### src/vpaa_defs.vh
`ifndef VPAA_DEFS_VH
`define VPAA_DEFS_VH

// Host byte offsets
`define VPAA_P0_ADV_OFS      9'h1d0
`define VPAA_P0_LPA_OFS      9'h1d4
`define VPAA_P1_ADV_OFS      9'h0d0
`define VPAA_P1_LPA_OFS      9'h0d4

// Management register indices
`define VPAA_MII_ADV_IDX     5'h04
`define VPAA_MII_LPA_IDX     5'h05

// Advertisement field positions
`define VPAA_ADV_NP_BIT      15
`define VPAA_ADV_RF_BIT      13
`define VPAA_ADV_ASYM_BIT    11
`define VPAA_ADV_SYM_BIT     10
`define VPAA_ADV_T4_BIT      9
`define VPAA_ADV_ABIL_HI     8
`define VPAA_ADV_ABIL_LO     5
`define VPAA_ADV_SEL_HI      4
`define VPAA_ADV_SEL_LO      0

// Writable bits of the advertisement word
`define VPAA_ADV_WR_MASK     16'h0dff
// Reset values
`define VPAA_ABIL_RST        4'hf
`define VPAA_SEL_RST         5'h01

// Partner word field positions
`define VPAA_LPA_NP_BIT      15
`define VPAA_LPA_ACK_BIT     14

`endif

### src/vpaa_regs.v
`timescale 1ns/100ps
module vpaa_regs #(
	parameter [15:0] LPA_ABIL_VALUE = 16'h05e1
) (
	// Clock and reset
	input  wire        ref_clk,
	input  wire        rst_b,
	// Configuration straps, one per port
	input  wire        flow_control_manual_strap_p0,
	input  wire        flow_control_manual_strap_p1,
	// Host register port
	input  wire        host_rd,
	input  wire        host_wr,
	input  wire [8:0]  host_addr,
	input  wire [31:0] host_wdata,
	output reg  [31:0] host_rdata,
	output reg         host_ack,
	// MII management register port
	input  wire        mii_rd,
	input  wire        mii_wr,
	input  wire        mii_port,
	input  wire [4:0]  mii_idx,
	input  wire [15:0] mii_wdata,
	output reg  [15:0] mii_rdata,
	output reg         mii_ack
);
`include "vpaa_defs.vh"

	// Strap capture
	reg         strap_pend_reg;

	// Answer next values
	reg  [31:0] host_rdata_next;
	reg  [15:0] mii_rdata_next;
	reg         host_ack_next;
	reg         mii_ack_next;

	// Write path, one data bus per word
	reg         wr0;
	reg         wr1;
	reg  [15:0] wdat0;
	reg  [15:0] wdat1;

	// Stored and emulated words
	wire [15:0] adv0;
	wire [15:0] adv1;
	reg  [15:0] lpa_word;

	// Decodes
	wire        h_adv0;
	wire        h_adv1;
	wire        h_lpa0;
	wire        h_lpa1;
	wire        m_adv;
	wire        m_lpa;

	// Host offset match, shared by every mapped slot
	function vpaa_ofs_hit;
		input [8:0] addr;
		input [8:0] ofs;
		begin
			vpaa_ofs_hit = (addr == ofs);
		end
	endfunction

	// Management index match
	function vpaa_idx_hit;
		input [4:0] idx;
		input [4:0] want;
		begin
			vpaa_idx_hit = (idx == want);
		end
	endfunction

	// Low half of a host slot; upper half reserved
	function [31:0] vpaa_pad_word;
		input [15:0] word;
		begin
			vpaa_pad_word = {16'h0, word};
		end
	endfunction

	// One port's advertisement word
	function [15:0] vpaa_port_word;
		input        port_sel;
		input [15:0] word0;
		input [15:0] word1;
		begin
			if (port_sel) begin
				vpaa_port_word = word1;
			end else begin
				vpaa_port_word = word0;
			end
		end
	endfunction

	// Partner word is pure emulation, nothing stored
	always @* begin
		lpa_word                    = LPA_ABIL_VALUE;
		lpa_word[`VPAA_LPA_NP_BIT]  = 1'h0;
		lpa_word[`VPAA_LPA_ACK_BIT] = 1'h1;
	end

	assign h_adv0 = vpaa_ofs_hit(host_addr, `VPAA_P0_ADV_OFS);
	assign h_adv1 = vpaa_ofs_hit(host_addr, `VPAA_P1_ADV_OFS);
	assign h_lpa0 = vpaa_ofs_hit(host_addr, `VPAA_P0_LPA_OFS);
	assign h_lpa1 = vpaa_ofs_hit(host_addr, `VPAA_P1_LPA_OFS);
	assign m_adv  = vpaa_idx_hit(mii_idx, `VPAA_MII_ADV_IDX);
	assign m_lpa  = vpaa_idx_hit(mii_idx, `VPAA_MII_LPA_IDX);

	// Host wins a clash on one word; a write to the other word still lands
	always @* begin
		wr0   = 1'h0;
		wr1   = 1'h0;
		wdat0 = mii_wdata;
		wdat1 = mii_wdata;
		// Upper half of host data dropped: reserved
		if (host_wr & h_adv0) begin
			wr0   = 1'h1;
			wdat0 = host_wdata[15:0];
		end else if (mii_wr & m_adv & ~mii_port) begin
			wr0 = 1'h1;
		end
		if (host_wr & h_adv1) begin
			wr1   = 1'h1;
			wdat1 = host_wdata[15:0];
		end else if (mii_wr & m_adv & mii_port) begin
			wr1 = 1'h1;
		end
	end

	// Strap taken on the first clock after reset release
	always @(posedge ref_clk or negedge rst_b) begin
		if (!rst_b)
			strap_pend_reg <= 1'b1;
		else
			strap_pend_reg <= 1'b0;
	end

	vpaa_adv_word u_adv0 (
		.ref_clk                   (ref_clk),
		.rst_b                     (rst_b),
		.strap_load                (strap_pend_reg),
		.flow_control_manual_strap (flow_control_manual_strap_p0),
		.wr_en                     (wr0),
		.wr_data                   (wdat0),
		.adv_word                  (adv0)
	);

	vpaa_adv_word u_adv1 (
		.ref_clk                   (ref_clk),
		.rst_b                     (rst_b),
		.strap_load                (strap_pend_reg),
		.flow_control_manual_strap (flow_control_manual_strap_p1),
		.wr_en                     (wr1),
		.wr_data                   (wdat1),
		.adv_word                  (adv1)
	);

	// Every request is answered, mapped or not
	always @* begin
		host_ack_next = host_rd | host_wr;
		mii_ack_next  = mii_rd | mii_wr;
	end

	// Host read data holds until the next read
	always @* begin
		host_rdata_next = host_rdata;
		if (host_rd) begin
			if (h_adv0) begin
				host_rdata_next = vpaa_pad_word(adv0);
			end else if (h_adv1) begin
				host_rdata_next = vpaa_pad_word(adv1);
			end else if (h_lpa0 | h_lpa1) begin
				host_rdata_next = vpaa_pad_word(lpa_word);
			end else begin
				// Unmapped offsets read zero
				host_rdata_next = 32'h0;
			end
		end
	end

	// Management read data, 16 bits wide
	always @* begin
		mii_rdata_next = mii_rdata;
		if (mii_rd) begin
			if (m_adv) begin
				mii_rdata_next = vpaa_port_word(mii_port, adv0,
					adv1);
			end else if (m_lpa) begin
				mii_rdata_next = lpa_word;
			end else begin
				mii_rdata_next = 16'h0;
			end
		end
	end

	// Registered answers, one cycle after the request
	always @(posedge ref_clk or negedge rst_b) begin
		if (!rst_b) begin
			host_rdata <= 32'h0;
			host_ack   <= 1'h0;
			mii_rdata  <= 16'h0;
			mii_ack    <= 1'h0;
		end else begin
			host_ack   <= host_ack_next;
			mii_ack    <= mii_ack_next;
			host_rdata <= host_rdata_next;
			mii_rdata  <= mii_rdata_next;
		end
	end

endmodule // vpaa_regs

### src/vpaa_adv_word.v
`timescale 1ns/100ps
// One port's advertisement storage
module vpaa_adv_word (
	// Clock and reset
	input  wire        ref_clk,
	input  wire        rst_b,
	// Strap capture
	input  wire        strap_load,
	input  wire        flow_control_manual_strap,
	// Write
	input  wire        wr_en,
	input  wire [15:0] wr_data,
	// Read
	output wire [15:0] adv_word
);
`include "vpaa_defs.vh"

	reg [1:0] pause_reg;
	reg [3:0] abil_reg;
	reg [4:0] sel_reg;

	always @(posedge ref_clk or negedge rst_b) begin
		if (!rst_b) begin
			pause_reg <= 2'h0;
			abil_reg  <= `VPAA_ABIL_RST;
			sel_reg   <= `VPAA_SEL_RST;
		end else if (strap_load) begin
			// Strap sampled just after release, not under reset
			pause_reg <= {2{~flow_control_manual_strap}};
		end else if (wr_en) begin
			pause_reg <= wr_data[`VPAA_ADV_ASYM_BIT:`VPAA_ADV_SYM_BIT];
			abil_reg  <= wr_data[`VPAA_ADV_ABIL_HI:`VPAA_ADV_ABIL_LO];
			// Software must only write the 802.3 code here
			sel_reg   <= wr_data[`VPAA_ADV_SEL_HI:`VPAA_ADV_SEL_LO];
		end
	end

	// Fixed zeros at 15,14,13,12,9; writes there never land
	assign adv_word = {3'h0, 1'h0, pause_reg, 1'h0, abil_reg,
		sel_reg};

endmodule // vpaa_adv_word

### config.mk
export PLATFORM = sky130hd
export DESIGN_NAME = vpaa_regs
export DESIGN_NICKNAME = d
export VERILOG_FILES = /design/src/vpaa_regs.v /design/src/vpaa_adv_word.v
export VERILOG_INCLUDE_DIRS = /design/src
export SDC_FILE = /design/constraint.sdc
export NUM_CORES = 1
export LEC_CHECK = 0
export BUFFER_PORTS_ARGS = -buffer_cell sky130_fd_sc_hd__buf_2
export CAP_MARGIN = 20
export CORE_MARGIN = 1
export CORE_UTILIZATION = 48
export CTS_CLUSTER_DIAMETER = 80
export CTS_CLUSTER_SIZE = 28
export DETAILED_ROUTE_END_ITERATION = 10
export GPL_ROUTABILITY_DRIVEN = 0
export PLACE_DENSITY = 0.91
export SKIP_LAST_GASP = 1
export SYNTH_ARGS = -nofsm -noshare
export SYNTH_HDL_FRONTEND = slang
export SYNTH_SLANG_ARGS = --single-unit
export TNS_END_PERCENT = 1
### constraint.sdc
create_clock -name ref_clk -period 2.1 [get_ports ref_clk]
set_clock_uncertainty 0.2 [all_clocks]
set_input_delay 0.315 -clock ref_clk [delete_from_list [all_inputs] [get_ports ref_clk]]
set_output_delay 0.315 -clock ref_clk [all_outputs]
set_load 0.01 [all_outputs]
==> Yosys cells after proc, flatten, opt, wreduce, memory -nomap -nowiden <==
Index checks and enable logic that the tools add are counted.
Widths: inputs -> output; s select.
{ "classes": {"eq_ne": 6, "muxes": 16, "bitwise_logic": 12, "n_reduce_logical": 4} }
{ "ops": {"columns": ["cell", "n"], "rows": [
  ["$mux 15", 4],
  ["$mux 12", 3],
  ["$eq 9x8->1 const B", 2],
  ["$eq 9x9->1 const B", 2],
  ["$mux 16", 1],
  ["$eq 5x3->1 const B", 2],
  ["$mux 2", 4],
  ["$and 1x1->1", 5],
  ["$mux 1", 4],
  ["$not 1->1", 4],
  ["$reduce_and 2->1", 2],
  ["$reduce_bool 2->1", 2],
  ["$or 1x1->1", 3]
]} }
{ "totals": {"reg_bits": 73, "input_bits": 71, "out_inout_bits": 50, "elab_cells": 49} }

==> Logic depth before layout (Yosys ltp) <==
{ "depth": {"ltp_word": 7, "depth_mapped": 7} }

==> By module <==
Synthesis repeated with hierarchy kept, for this count alone.
{ "hier_totals": {"cells_unflattened": 287, "hier_area_um2": 3463.3} }
{ "by_module_without_submodules": {"columns": ["mod", "n_inst", "cells_per_inst", "area_per_inst_um2"], "rows": [
  ["vpaa_regs", 1, 223, 2427.3],
  ["vpaa_adv_word", 2, 32, 518.0]
]} }

==> Least setup slack after synthesis <==
Ideal clock, no wire load.
{ "synth_timing": {"path_type": "reg-to-reg", "startpoint": "reg strap_pend_reg", "endpoint": "reg u_adv0.sel_reg[1]", "arrival_ns": 1.547, "t_required_ns": 1.780, "setup_slack_ns": 0.232, "path_stages_with_launch": 8, "path_cell_list": "dfstp_2 buf_2 nor3b_1 and3b_1 buf_4 a41o_1 buf_6 o211a_1"} }
{ "synth_between": {"elab_chain_len": 2} }
{ "synth_lines": {"columns": ["item", "line_no", "text"], "rows": [
  ["from (decl)", "vpaa_regs.v:30", "reg strap_pend_reg;"],
  ["from (signal assigned)", "vpaa_regs.v:135", "strap_pend_reg <= 1'b1;"],
  ["from (signal assigned)", "vpaa_regs.v:137", "strap_pend_reg <= 1'b0;"],
  ["$not 1->1 (no line)", null, null],
  ["$reduce_and 2->1 (no line)", null, null],
  ["to (signal assigned)", "vpaa_adv_word.v:26", "sel_reg <= `VPAA_SEL_RST;"],
  ["to (signal assigned)", "vpaa_adv_word.v:34", "sel_reg <= wr_data[`VPAA_ADV_SEL_HI:`VPAA_ADV_SEL_LO];"],
  ["to (decl)", "vpaa_adv_word.v:20", "reg [4:0] sel_reg;"]
]} }
Every way passes these cells.
A chain may end at the register's enable or synchronous reset.

==> Worst setup path after layout <==
{ "layout_timing": {"startpoint": "reg strap_pend_reg", "endpoint": "reg u_adv0.sel_reg[2]"} }
The elaborated chain is that of the path after synthesis.

==> flow_summary.yaml <==
status:
  status: "complete, no violations"
synthesis:
  ys.flop_type: "dfrtp_1"
  ys_warn_count: 0
  synth_area_um2: 2834
  synth-seq-cells: 49
  ys_seq_area_frac: 0.4375
  synth.most_common_cell: "dfrtp_1"
  synth-edff-count: 0
  yosys-top-cells-area: "dfrtp_1 (34%), dfstp_2 (10%), buf_4 (7.2%)"
  synth.avg_cell_area_um2: 10.16
  synth_cells: 279
  synth_top_area_share: 0.3355
  async_flop_share: 1.000
  yosysTopAreaCell: "dfrtp_1"
  synthTopCellsByCount: "dfrtp_1 (38), buf_4 (27), inv_1 (25)"
  ys_types: 36
die:
  rows: 27
  die_area_um2: 6216
  coreArea_um2: 5608
  start_util: 0.5054
  fp.dieH_um: 78.84
  ios: 121
  die_w_um: 78.84
worst_setup_path:
  critical_path_cell_count: 4
  endpoint_kind: "flip-flop"
  crit_arrival_ps: 1830
  slowest_delay_ps: 540
  worstPathRequired_ps: 2090
  r2r_start: "strap_pend_reg"
  crit_family: "compound AO/OA/AOI/OAI gates"
  crit_buf_inv: 1
  cp-start-kind: "flip-flop"
  cp_slowest_cell: "dfstp_2"
  crit_start: "strap_pend_reg"
  reg2regPathDepth: 4
  critPathKind: "flip-flop to flip-flop"
  crit_path_max_fanout: 16
  path_cells: "buf_4 -> nor2_1 -> a41o_1 -> o211a_1"
sta:
  relSlewSlack: 0.5869
  slew_viol_final: 0
  tightest_slew_ps: 619.7
  finalSetupTns_ps: 0
  min_period_ps: 1833
  period_share: 0.8731
  rsz0062_at_grt: "false"
  fmax_ghz: 0.5454
  hold_violations: 0
  finalSetupViolations: 0
global_route:
  grt.busiest_layer: "met2"
  grt_max_degree: 50
  grt_pass1_wl_um: 10810
  grt_pass1_vias: 2293
  grt_overflow: 0
  grt_use_met1: 0.2871
  grt_antenna_before_repair: 0
  use_met3: 0.05172
  grt_util_all_layers: 0.2312
  use_met2: 0.3852
drt:
  drt-vias-per-instance: 5.583
  firstDrtPassIters: 4
  ant_nets: 0
  vias: 2367
  routed_wirelength_um: 6902
  drc: 0
  initialDrtViolationCount: 97
  wl_per_cell_um: 16.28
min_path:
  min_path_cells: 2
  hp-class: "input pin to flip-flop"
  hp-start: "host_wr"
final_layout:
  antenna_cells: 0
  nNetsFinal: 422
  area_growth_pct: 16.87
  reg_top3: "host_rdata (12), mii_rdata (12)"
  drive_above_1_share: 0.3438
  fin_util: 0.5906
power:
  p_per_area_nw_per_um2: 642.9
  p_total_uw: 2129
  ir_worst_vdd_mv: 0.3932
  p_leak_uw: 0.001713
clocking:
  htreeDepth: 2
  cts_buffers: 5
  cts_tree: "built"
  clock_latency_ps: 310
  cts_root_buffer: "clkbuf_8"
  clkSlewWorstSetupHoldPaths_ps: 90
  cts_setup_buffers: 0
  clock_sinks: 49
  cts_buffer_depth: 2
place:
  numPortBuffers: 70
  hpwl_um: 5001
run:
  drv_cap: 0
what timing repair did:
item | in CTS | in global routing
gates resized for setup | 0 | 0
hold buffers | 1 | 0
hold endpoints to repair | 38 | 0
layout by cell type (no fill, tap or decap), types with 2 or more instances in the layout:
| cell | count |
|---|---|
| buf_2 | 70 |
| dfrtp_1 | 38 |
| inv_1 | 25 |
| conb_1 | 25 |
| nand3b_1 | 20 |
| o211a_1 | 18 |
| o21ai_0 | 14 |
| mux2_2 | 13 |
| nand3_1 | 13 |
| nor2_1 | 13 |
| buf_4 | 13 |
| o211ai_1 | 12 |
| mux2i_1 | 12 |
| dfstp_2 | 11 |
| o22ai_1 | 10 |
| nand2_1 | 9 |
| clkbuf_8 | 6 |
| and3b_1 | 3 |
| nor3b_1 | 3 |
| or2_2 | 2 |
| nor4b_4 | 2 |
| nor2b_1 | 2 |
| a211o_1 | 2 |
| a31oi_1 | 2 |
| o31ai_1 | 2 |
per-layer routing:
metal,vias to the layer above,share of wire
met5,-,0
met4,0,0.015
met3,11,0.11
met2,136,0.48
met1,1138,0.40
li1,1082,-
area by class of cell:
class                           instances  area (um^2)
Clock inverter                          1        30.03
Tap cell                               72        90.09
Sequential cell                        49         1240
Multi-Input combinational cell        186         1314
Timing Repair Buffer                   84        457.9
Fill cell                             483         2296
Inverter                               25        93.84
Clock buffer                            7        86.33
power by group:
part	internal, uW	leakage [uW]	switching (uW)
Combinational	168	0.00103	178
Clock	388	0.0000585	314
Sequential	1030	0.000623	47.1
Total	1590	0.00171	540
through the flow:
stage / instances / worst slack [ps] / hold WS [ps] / instance area [um^2]
floorplan: 303 / 232.5 / -180.6 / 2924
global placement: 415 / 148.0 / 242.7 / 3186
detailed placement: 415 / 101.4 / 246.0 / 3186
CTS: 424 / 287.1 / 22.02 / 3312
global route: 424 / 238.8 / 37.19 / 3312
finish: 424 / 266.6 / 27.73 / 3312
worst paths after layout:
check,endpoint,slack [ps]
max in group asynchronous,u_adv0.pause_reg[0],830
min,host_ack,30
min reg2reg,host_rdata[10],320
max,u_adv0.sel_reg[2],270
min in group asynchronous,host_rdata[7],440
max reg2reg,u_adv0.sel_reg[2],270
cell families (layout without fill, tap and decap cells):
kind of cell           Yosys count  after routing  share of synthesized area
AND/OR/NAND/NOR                 73             73                     0.1691
buffers and inverters           68            117                     0.1307
AO/OA/AOI/OAI                   62             62                     0.1634
flip-flops                      49             49                     0.4375
multiplexers                    26             26                    0.09801
other                            1             25                   0.001323
Note: power is estimated with default switching activity, not from simulation.
